[config.mk]
export PLATFORM = sky130hd
export DESIGN_NAME = alarm_monitor_upset_detect
export DESIGN_NICKNAME = d
export VERILOG_FILES = /design/src/alarm_pkg.sv /design/src/alarm_evt_if.sv /design/src/clock_upset_compare.sv /design/src/lane_fifo_monitor.sv /design/src/alarm_monitor_upset_detect.sv
export VERILOG_INCLUDE_DIRS = /design/src /design/src/src
export SDC_FILE = /design/constraint.sdc
export NUM_CORES = 1
export LEC_CHECK = 0
export BUFFER_PORTS_ARGS = -buffer_cell sky130_fd_sc_hd__buf_4
export CAP_MARGIN = 20
export CORE_MARGIN = 5
export CORE_UTILIZATION = 52
export CTS_BUF_LIST = sky130_fd_sc_hd__clkbuf_8
export CTS_CLUSTER_DIAMETER = 80
export DETAILED_ROUTE_END_ITERATION = 10
export GPL_TIMING_DRIVEN = 0
export MAX_ROUTING_LAYER = met4
export PLACE_DENSITY = 0.95
export SLEW_MARGIN = 10
export SYNTH_ARGS = -nofsm -noshare
export SYNTH_HDL_FRONTEND = slang
export SYNTH_SLANG_ARGS = --single-unit
[constraint.sdc]
create_clock -name pclk -period 5.82 [get_ports pclk]
set_clock_uncertainty 0.15 [all_clocks]
set_input_delay 1.746 -clock pclk [delete_from_list [all_inputs] [get_ports pclk]]
set_output_delay 1.746 -clock pclk [all_outputs]
set_load 0.05 [all_outputs]
[src/alarm_map.svh]
// Register offsets, field positions and reset values of the alarm monitor.
`ifndef ALARM_MAP_SVH
`define ALARM_MAP_SVH

`define ADDR_WIDTH 12
`define ADDR_CTRL 12'h000
`define ADDR_STATUS 12'h004
`define ADDR_MASK 12'h008
`define ADDR_SUMMARY 12'h00C
`define ADDR_LANE 12'h010
`define ADDR_LIVE 12'h014

`define CTRL_WIDTH 5
`define CTRL_LINK_EN 0
`define CTRL_PD_A 1
`define CTRL_PD_B 2
`define CTRL_PIN_SEL 3
`define CTRL_GPD_MODE 4
`define CTRL_RESET 5'h00

`define EV_COUNT 6
`define EV_CPLL 0
`define EV_SPLL 1
`define EV_LINK 2
`define EV_SYSREF 3
`define EV_CLOCK 4
`define EV_FIFO 5
`define STATUS_RESET 6'h00
`define MASK_RESET 6'h3F

`define SYNC_WIDTH 3
`define SYNC_CPLL 0
`define SYNC_SPLL 1
`define SYNC_GPD 2
`define SYNC_RESET 3'h3

`endif

[src/alarm_pkg.sv]
// Types and helper functions shared by the alarm monitor modules.
`default_nettype none
`include "alarm_map.svh"
package alarm_pkg;
   typedef logic [`EV_COUNT-1:0] event_vec_type;
   typedef logic [`ADDR_WIDTH-1:0] addr_type;
   typedef enum {SEL_CTRL, SEL_STATUS, SEL_MASK, SEL_SUMMARY, SEL_LANE, SEL_LIVE, SEL_NONE} reg_sel_type;

   function automatic reg_sel_type decode(input addr_type addr);
      case (addr)
         `ADDR_CTRL: decode = SEL_CTRL;
         `ADDR_STATUS: decode = SEL_STATUS;
         `ADDR_MASK: decode = SEL_MASK;
         `ADDR_SUMMARY: decode = SEL_SUMMARY;
         `ADDR_LANE: decode = SEL_LANE;
         `ADDR_LIVE: decode = SEL_LIVE;
         default: decode = SEL_NONE;
      endcase
   endfunction

   // Sticky update where a new event wins over a clearing one.
   function automatic logic [31:0] sticky_w1c(input logic [31:0] cur, input logic [31:0] set,
                                              input logic [31:0] clr);
      sticky_w1c = (cur & ~clr) | set;
   endfunction
endpackage
`default_nettype wire

[src/alarm_evt_if.sv]
// Event signals between the alarm monitor and its detectors.
`timescale 1ns/10ps
`default_nettype none
interface alarm_evt_if #(parameter int LANES = 8);
   logic link_active;
   logic compare_active;
   logic clock_upset;
   logic [LANES-1:0] lane_error;
   modport ctrl (output link_active, output compare_active, input clock_upset, input lane_error);
   modport compare (input compare_active, output clock_upset);
   modport fifo (input link_active, output lane_error);
endinterface
`default_nettype wire

[src/clock_upset_compare.sv]
// Compares the channel A and channel B internal clock states each cycle while compare_active is set.
`timescale 1ns/10ps
`default_nettype none
module clock_upset_compare #(
   parameter int PHASE_W = 4
) (
   input wire logic pclk,
   input wire logic presetn,
   input wire logic [PHASE_W-1:0] chan_a_clk_state,
   input wire logic [PHASE_W-1:0] chan_b_clk_state,
   alarm_evt_if.compare evt
);
   logic upset_q;
   logic upset_d;

   always_comb begin
      upset_d = evt.compare_active & (chan_a_clk_state != chan_b_clk_state);
   end

   always_ff @(posedge pclk or negedge presetn) begin
      if (!presetn) begin
         upset_q <= 1'b0;
      end else begin
         upset_q <= upset_d;
      end
   end

   assign evt.clock_upset = upset_q;
endmodule // clock_upset_compare
`default_nettype wire

[src/lane_fifo_monitor.sv]
// Flags read or write errors of each lane's synchronizing FIFO.
`timescale 1ns/10ps
`default_nettype none
module lane_fifo_monitor #(
   parameter int LANES = 8
) (
   input wire logic pclk,
   input wire logic presetn,
   input wire logic [LANES-1:0] lane_rd_error,
   input wire logic [LANES-1:0] lane_wr_error,
   alarm_evt_if.fifo evt
);
   logic [LANES-1:0] err_q;
   logic [LANES-1:0] err_d;

   always_comb begin
      err_d = evt.link_active ? (lane_rd_error | lane_wr_error) : '0;
   end

   always_ff @(posedge pclk or negedge presetn) begin
      if (!presetn) begin
         err_q <= '0;
      end else begin
         err_q <= err_d;
      end
   end

   assign evt.lane_error = err_q;
endmodule // lane_fifo_monitor
`default_nettype wire

[src/alarm_monitor_upset_detect.sv]
// Alarm monitor with clock upset and lane FIFO error detection behind APB.
`timescale 1ns/10ps
`default_nettype none
`include "alarm_map.svh"
module alarm_monitor_upset_detect #(
   parameter int LANES = 8,
   parameter int PHASE_W = 4
) (
   input wire logic pclk,
   input wire logic presetn,
   input wire logic psel,
   input wire logic penable,
   input wire logic pwrite,
   input wire alarm_pkg::addr_type paddr,
   input wire logic [31:0] pwdata,
   output logic [31:0] prdata,
   output logic pready,
   output logic pslverr,
   input wire logic cpll_locked,
   input wire logic spll_locked,
   input wire logic global_powerdown_pin,
   input wire logic link_in_data_state,
   input wire logic sysref_realign,
   input wire logic [PHASE_W-1:0] chan_a_clk_state,
   input wire logic [PHASE_W-1:0] chan_b_clk_state,
   input wire logic [LANES-1:0] lane_rd_error,
   input wire logic [LANES-1:0] lane_wr_error,
   input wire logic cal_status_in,
   output logic calibration_status_pin,
   output logic alarm_irq,
   output logic link_reset_n,
   output logic fifo_reset_n,
   output logic serializer_powerdown,
   output logic link_clk_gate_en,
   output logic chan_a_powerdown,
   output logic chan_b_powerdown,
   output logic global_powerdown
);
   import alarm_pkg::*;

   alarm_evt_if #(.LANES(LANES)) evt ();

   logic [`CTRL_WIDTH-1:0] ctrl_q;
   logic [`CTRL_WIDTH-1:0] ctrl_d;
   event_vec_type event_status_bits_q;
   event_vec_type event_status_bits_d;
   event_vec_type event_mask_bits_q;
   event_vec_type event_mask_bits_d;
   logic [LANES-1:0] lane_fifo_error_flags_q;
   logic [LANES-1:0] lane_fifo_error_flags_d;
   logic [`SYNC_WIDTH-1:0] sync1_q;
   logic [`SYNC_WIDTH-1:0] sync2_q;
   logic [31:0] prdata_q;
   logic [31:0] prdata_d;
   logic alarm_q;
   logic alarm_d;
   logic pin_q;
   logic pin_d;
   logic gpd_q;
   logic gpd_d;

   reg_sel_type sel;
   logic wr_access;
   logic setup_phase;
   event_vec_type event_set;
   event_vec_type status_clr;
   logic [LANES-1:0] lane_clr;
   logic link_en;
   logic cpll_ok;
   logic spll_ok;
   logic gpd_pin;

   // Register bus decode.
   assign sel = decode(paddr);
   assign setup_phase = psel & ~penable;
   assign wr_access = psel & penable & pwrite;
   assign pready = 1'b1;
   assign pslverr = psel & penable & (sel == SEL_NONE);

   // The lock and power-down pins arrive from outside the clock domain.
   always_ff @(posedge pclk or negedge presetn) begin
      // Lock inputs reset to their locked level so release raises no false unlock alarm.
      if (!presetn) begin
         sync1_q <= `SYNC_RESET;
         sync2_q <= `SYNC_RESET;
      end else begin
         sync1_q <= {global_powerdown_pin, spll_locked, cpll_locked};
         sync2_q <= sync1_q;
      end
   end

   assign cpll_ok = sync2_q[`SYNC_CPLL];
   assign spll_ok = sync2_q[`SYNC_SPLL];
   assign gpd_pin = sync2_q[`SYNC_GPD];

   assign link_en = ctrl_q[`CTRL_LINK_EN];

   // Detector enables.
   always_comb begin
      gpd_d = ctrl_q[`CTRL_GPD_MODE] | gpd_pin;
      // FIFO logic runs only while enabled
      evt.link_active = link_en & ~gpd_q;
      evt.compare_active = link_en & ~gpd_q & ~ctrl_q[`CTRL_PD_A] & ~ctrl_q[`CTRL_PD_B];
   end

   always_ff @(posedge pclk or negedge presetn) begin
      if (!presetn) begin
         gpd_q <= 1'b0;
      end else begin
         gpd_q <= gpd_d;
      end
   end

   clock_upset_compare #(
      .PHASE_W(PHASE_W)
   ) u_compare (
      .pclk(pclk),
      .presetn(presetn),
      .chan_a_clk_state(chan_a_clk_state),
      .chan_b_clk_state(chan_b_clk_state),
      .evt(evt.compare)
   );

   lane_fifo_monitor #(
      .LANES(LANES)
   ) u_fifo (
      .pclk(pclk),
      .presetn(presetn),
      .lane_rd_error(lane_rd_error),
      .lane_wr_error(lane_wr_error),
      .evt(evt.fifo)
   );

   // Event sources.
   always_comb begin
      event_set = '0;
      // PLL unlock, link state, SYSREF realign, clock upset and lane FIFO alarms
      event_set[`EV_CPLL] = ~gpd_q & ~cpll_ok;
      event_set[`EV_SPLL] = ~gpd_q & ~spll_ok;
      event_set[`EV_LINK] = evt.link_active & ~link_in_data_state;
      event_set[`EV_SYSREF] = sysref_realign;
      event_set[`EV_CLOCK] = evt.clock_upset;
      event_set[`EV_FIFO] = |evt.lane_error;
   end

   // Clearing writes, only ones clear.
   always_comb begin
      status_clr = '0;
      lane_clr = '0;
      if (wr_access && sel == SEL_STATUS) begin
         status_clr = pwdata[`EV_COUNT-1:0];
      end
      if (wr_access && sel == SEL_LANE) begin
         lane_clr = pwdata[LANES-1:0];
      end
   end

   // Control and mask registers.
   always_comb begin
      ctrl_d = ctrl_q;
      event_mask_bits_d = event_mask_bits_q;
      if (wr_access && sel == SEL_CTRL) begin
         ctrl_d = pwdata[`CTRL_WIDTH-1:0];
      end
      if (wr_access && sel == SEL_MASK) begin
         event_mask_bits_d = pwdata[`EV_COUNT-1:0];
      end
   end

   always_ff @(posedge pclk or negedge presetn) begin
      if (!presetn) begin
         ctrl_q <= `CTRL_RESET;
         event_mask_bits_q <= `MASK_RESET;
      end else begin
         ctrl_q <= ctrl_d;
         event_mask_bits_q <= event_mask_bits_d;
      end
   end

   // Sticky flags where a new event wins over a clear in the same cycle.
   always_comb begin
      event_status_bits_d = event_vec_type'(sticky_w1c(32'(event_status_bits_q), 32'(event_set),
                                                       32'(status_clr)));
      lane_fifo_error_flags_d = LANES'(sticky_w1c(32'(lane_fifo_error_flags_q),
                                                  32'(evt.lane_error), 32'(lane_clr)));
   end

   always_ff @(posedge pclk or negedge presetn) begin
      if (!presetn) begin
         event_status_bits_q <= `STATUS_RESET;
         lane_fifo_error_flags_q <= '0;
      end else begin
         event_status_bits_q <= event_status_bits_d;
         lane_fifo_error_flags_q <= lane_fifo_error_flags_d;
      end
   end

   // Summary alarm and status pin.
   always_comb begin
      alarm_d = |(event_status_bits_q & ~event_mask_bits_q);
      pin_d = ctrl_q[`CTRL_PIN_SEL] ? alarm_d : cal_status_in;
   end

   always_ff @(posedge pclk or negedge presetn) begin
      if (!presetn) begin
         alarm_q <= 1'b0;
         pin_q <= 1'b0;
      end else begin
         alarm_q <= alarm_d;
         pin_q <= pin_d;
      end
   end

   // Read data is captured in the setup cycle and held through the access.
   always_comb begin
      prdata_d = prdata_q;
      if (setup_phase && !pwrite) begin
         case (sel)
            SEL_CTRL: prdata_d = 32'(ctrl_q);
            SEL_STATUS: prdata_d = 32'(event_status_bits_q);
            SEL_MASK: prdata_d = 32'(event_mask_bits_q);
            SEL_SUMMARY: prdata_d = 32'(alarm_q);
            SEL_LANE: prdata_d = 32'(lane_fifo_error_flags_q);
            SEL_LIVE: prdata_d = 32'({gpd_q, link_in_data_state, spll_ok, cpll_ok});
            default: prdata_d = 32'h0000_0000;
         endcase
      end
   end

   always_ff @(posedge pclk or negedge presetn) begin
      if (!presetn) begin
         prdata_q <= 32'h0000_0000;
      end else begin
         prdata_q <= prdata_d;
      end
   end

   assign prdata = prdata_q;
   assign alarm_irq = alarm_q;
   assign calibration_status_pin = pin_q;
   assign global_powerdown = gpd_q;
   assign chan_a_powerdown = ctrl_q[`CTRL_PD_A];
   assign chan_b_powerdown = ctrl_q[`CTRL_PD_B];

   assign link_reset_n = link_en;
   assign serializer_powerdown = ~link_en;
   assign link_clk_gate_en = link_en;
   assign fifo_reset_n = link_en;
endmodule // alarm_monitor_upset_detect
`default_nettype wire

==> summary.md <==
| Metric | Value |
|---|---|
| Met3 routed WL | 574 µm |
| Yosys warning count | 0 |
| Post-Syn Instances | 246 |
| CTS max path bufs | 2 |
| Final Hold Vio Count | 0 |
| Largest family of logic cells by synthesized area | simple AND/OR/NAND/NOR gates |
| Worst EP required | 3.92 ns |
| DR WL met2 | 3360 µm |
| Initial drt markers | 216 |
| # DRC | 0 |
| Drt total wl | 6820 µm |
| Simple-Gate Fraction of Synth Area | 17.3% |
| Count of different cell masters after synthesis | 52 |
| Largest net degree at the start of global routing | 52 |
| H-Tree Depth | 2 |
| First-pass GRT wire length | 10900 µm |
| CP Class | in2out |
| Wirelength per Cell | around 16 µm |
| ANT cells | 0 |
| Hold_buf cts | 0 |
| Antenna viol nets, final | 0 |
| Yosys reg bits | slightly above 50 |
| RSZ-0062 raised after global routing | false |
| Ranking of synthesized cells by area | dfrtp_1, dfstp_2, buf_4 |
| Syn Area/Cell | approximately 11 µm² |
| Die W | roughly 80 µm |
| Post-synthesis compound-gate area fraction | 15.1% |
| Status | complete, no violations |
| Pins Over Slew Limit | 0 |
| Adder-cell share of the synthesized area | less than 1% |
| Grt ovf | 0 |
| DRT Pass-1 Iters | 5 |
| CTS tree | built |
| Post-synth ARST share | 100% |
| Critical path fanouts, max | 10 |
| Most used DFF post-synth | dfrtp_1 |
| Die area | 6560 µm² |
| Sink Count | 51 |
| Row cnt | 25 |
| Clk Latency, worst-skew pair | 0.31 ns |
| Num CTS Buffers | 5 |
| Post-synth top cells | dfrtp_1, buf_4, nor2_1 |
| Slew HR | 56.3% |
| Wire length on met1 | around 2700 µm |
| Tcrit/Tclk final | 95.7% |
| Critical Path Sink Type | primary output |
| Top-area cell type share of the netlist area | 39.1% |
| Starting density of the core | 54.4% |
| Setup violators final | 0 |
| Vias per cell | 5.38 |
| Post-Syn Area | 2620 µm² |
| # nets final | between 400 and 500 |
| Worst VDD drop | between 0.00015 and 0.0002 V |
| Most common cell in the synthesized netlist | dfrtp_1 |
| Hold WS | 0.209 ns |
| Post-Synth XOR/XNOR Area | 1.34% |
| EDFF count, synth | 0 |
| DR top layer | met4 |
| Die Height | 81 µm |
| Fill cells | 375 |
| Fin crit period | around 5.6 ns |
| Leak pwr | 1.67 nW |
| Mux contribution to synthesized area | 6.25% |
| I/O Pins | approximately 120 |
| Sequential area share after synthesis | 49.2% |
| Fmax | around 180 MHz |
| Max-cap violations | 0 |
| DP Wirelength | roughly 5400 µm |
| Final setup margin | 0.247 ns |
| Initial antenna violation count | 0 |
| R2R Setup Slk | 4.05 ns |
| Pwr/cell area | slightly above 200 nW/µm² |
| Global Route Usage Sum | 22.5% |
| Area growth, synth to finish | 30.7% |
| Total power | roughly 710 µW |
| Vias in the first global route | 2246 |
| CP Data Arrival Time | 3.68 ns |
| Hold Path Class | reg2reg |
| Setup WS pre-CTS | about 0.28 ns |
| Synth area leader | dfrtp_1 |
| Worst-Margin Slew | approximately 0.65 ns |
| Layout cells sized above 1 | 40.4% |
| Post-CTS setup buffers | 0 |
| Placer Congestion | 0.954 |
| Post-route setup TNS | 0 ns |
| Core area | 4820 µm² |
| Post_cts resized | 0 |
| Root Driver | clkbuf_8 |
| Crit start category | primary input |
| I/O Buffers | 72 |
| Via count | 2240 |
| Worst-path clk slew | 0.10 ns |
## per-layer routing
layer	GRT usage [%]	up-vias
li1	-	1036
met2	36.9	120
met4	8.11	0
met1	27.3	1068
met3	5.10	16
met5	-	-
## final timing paths
path,from,to,cells past startpoint
setup reg to reg,event_mask_bits_q[3],calibration_status_pin,4
min in group asynchronous,presetn,sync1_q[2],1
max in group asynchronous,presetn,u_fifo.evt.lane_error[6],1
hold / removal,sync1_q[2],sync2_q[2],0
hold reg to reg,sync1_q[2],sync2_q[2],0
setup / recovery,paddr[9],pslverr,10
## sequential cells by signal (all words and copies together), names as in the netlist
name	cells
lane_fifo_error_flags_q	8
prdata	8
u_fifo.evt.lane_error	8
event_mask_bits_q	6
event_status_bits_q	6
ctrl_q	5
sync1_q	3
sync2_q	3
alarm_irq	1
calibration_status_pin	1
global_powerdown	1
u_compare.evt.clock_upset	1
## stage by stage
stage / cells / utilization [%] / instance area (µm²)
CTS: 416 / 71.1 / 3430
detailed placement: 408 / 69.2 / 3330
finish: 416 / 71.1 / 3430
global placement: 408 / 69.2 / 3330
floorplan: 269 / - / 2710
global route: 416 / 71.1 / 3430
## critical path, cell delays in order
cell and delay, ns:
buf_4 0.12, nor4_4 0.45, and4b_1 0.31, buf_4 0.19, nand2_1 0.09, ha_1 0.26
inv_1 0.10, a21o_1 0.17, nor2_1 0.06, buf_4 0.19
## cell type report
cell class              instances  area [µm²]  share of cell area (%)
plain buffers                  32         231                    6.75
inverters                       9        33.8                   0.986
clock buffers                   5        68.8                    2.01
clock inverters                 3        26.3                   0.767
repair buffers                 72         541                    15.8
multi-input cells             177        1150                    33.7
flip-flops and latches         51        1290                    37.6
well taps                      67        83.8                    2.45
## cell usage in the layout, fill, tap and decap left out, types with 3 or more instances in the layout
| cell type | instances |
|---|---|
| buf_4 | 101 |
| dfrtp_1 | 41 |
| nor2_1 | 25 |
| conb_1 | 25 |
| nand2_1 | 22 |
| a21o_1 | 12 |
| dfstp_2 | 10 |
| inv_1 | 9 |
| o21ai_0 | 8 |
| mux2_2 | 7 |
| nor4_1 | 5 |
| mux2_4 | 5 |
| a31oi_1 | 5 |
| clkbuf_8 | 5 |
| xor2_1 | 4 |
| nand4_1 | 3 |
| nand3_1 | 3 |
| o2bb2ai_1 | 3 |
| and2_1 | 3 |
| a221oi_1 | 3 |
| a32o_1 | 3 |
| a22oi_1 | 3 |
| and3_1 | 3 |
| inv_6 | 3 |
## power breakdown
group	switching, mW	leakage, nW	internal (mW)
Sequential	0.00515	0.603	0.363
Clock	0.126	0.0495	0.0895
Combinational	0.0766	1.02	0.0484
Total	0.208	1.67	0.501
## kinds of logic after synthesis
group                      Yosys count
other                                2
muxes                               13
adders and majority gates            1
AOI/OAI and AO/OA                   53
buffers and inverters               41
DFF                                 51
xor gates and xnor gates             4
and+or+nand+nor                     81
No activity file was read; power rests on OpenSTA's default activity.
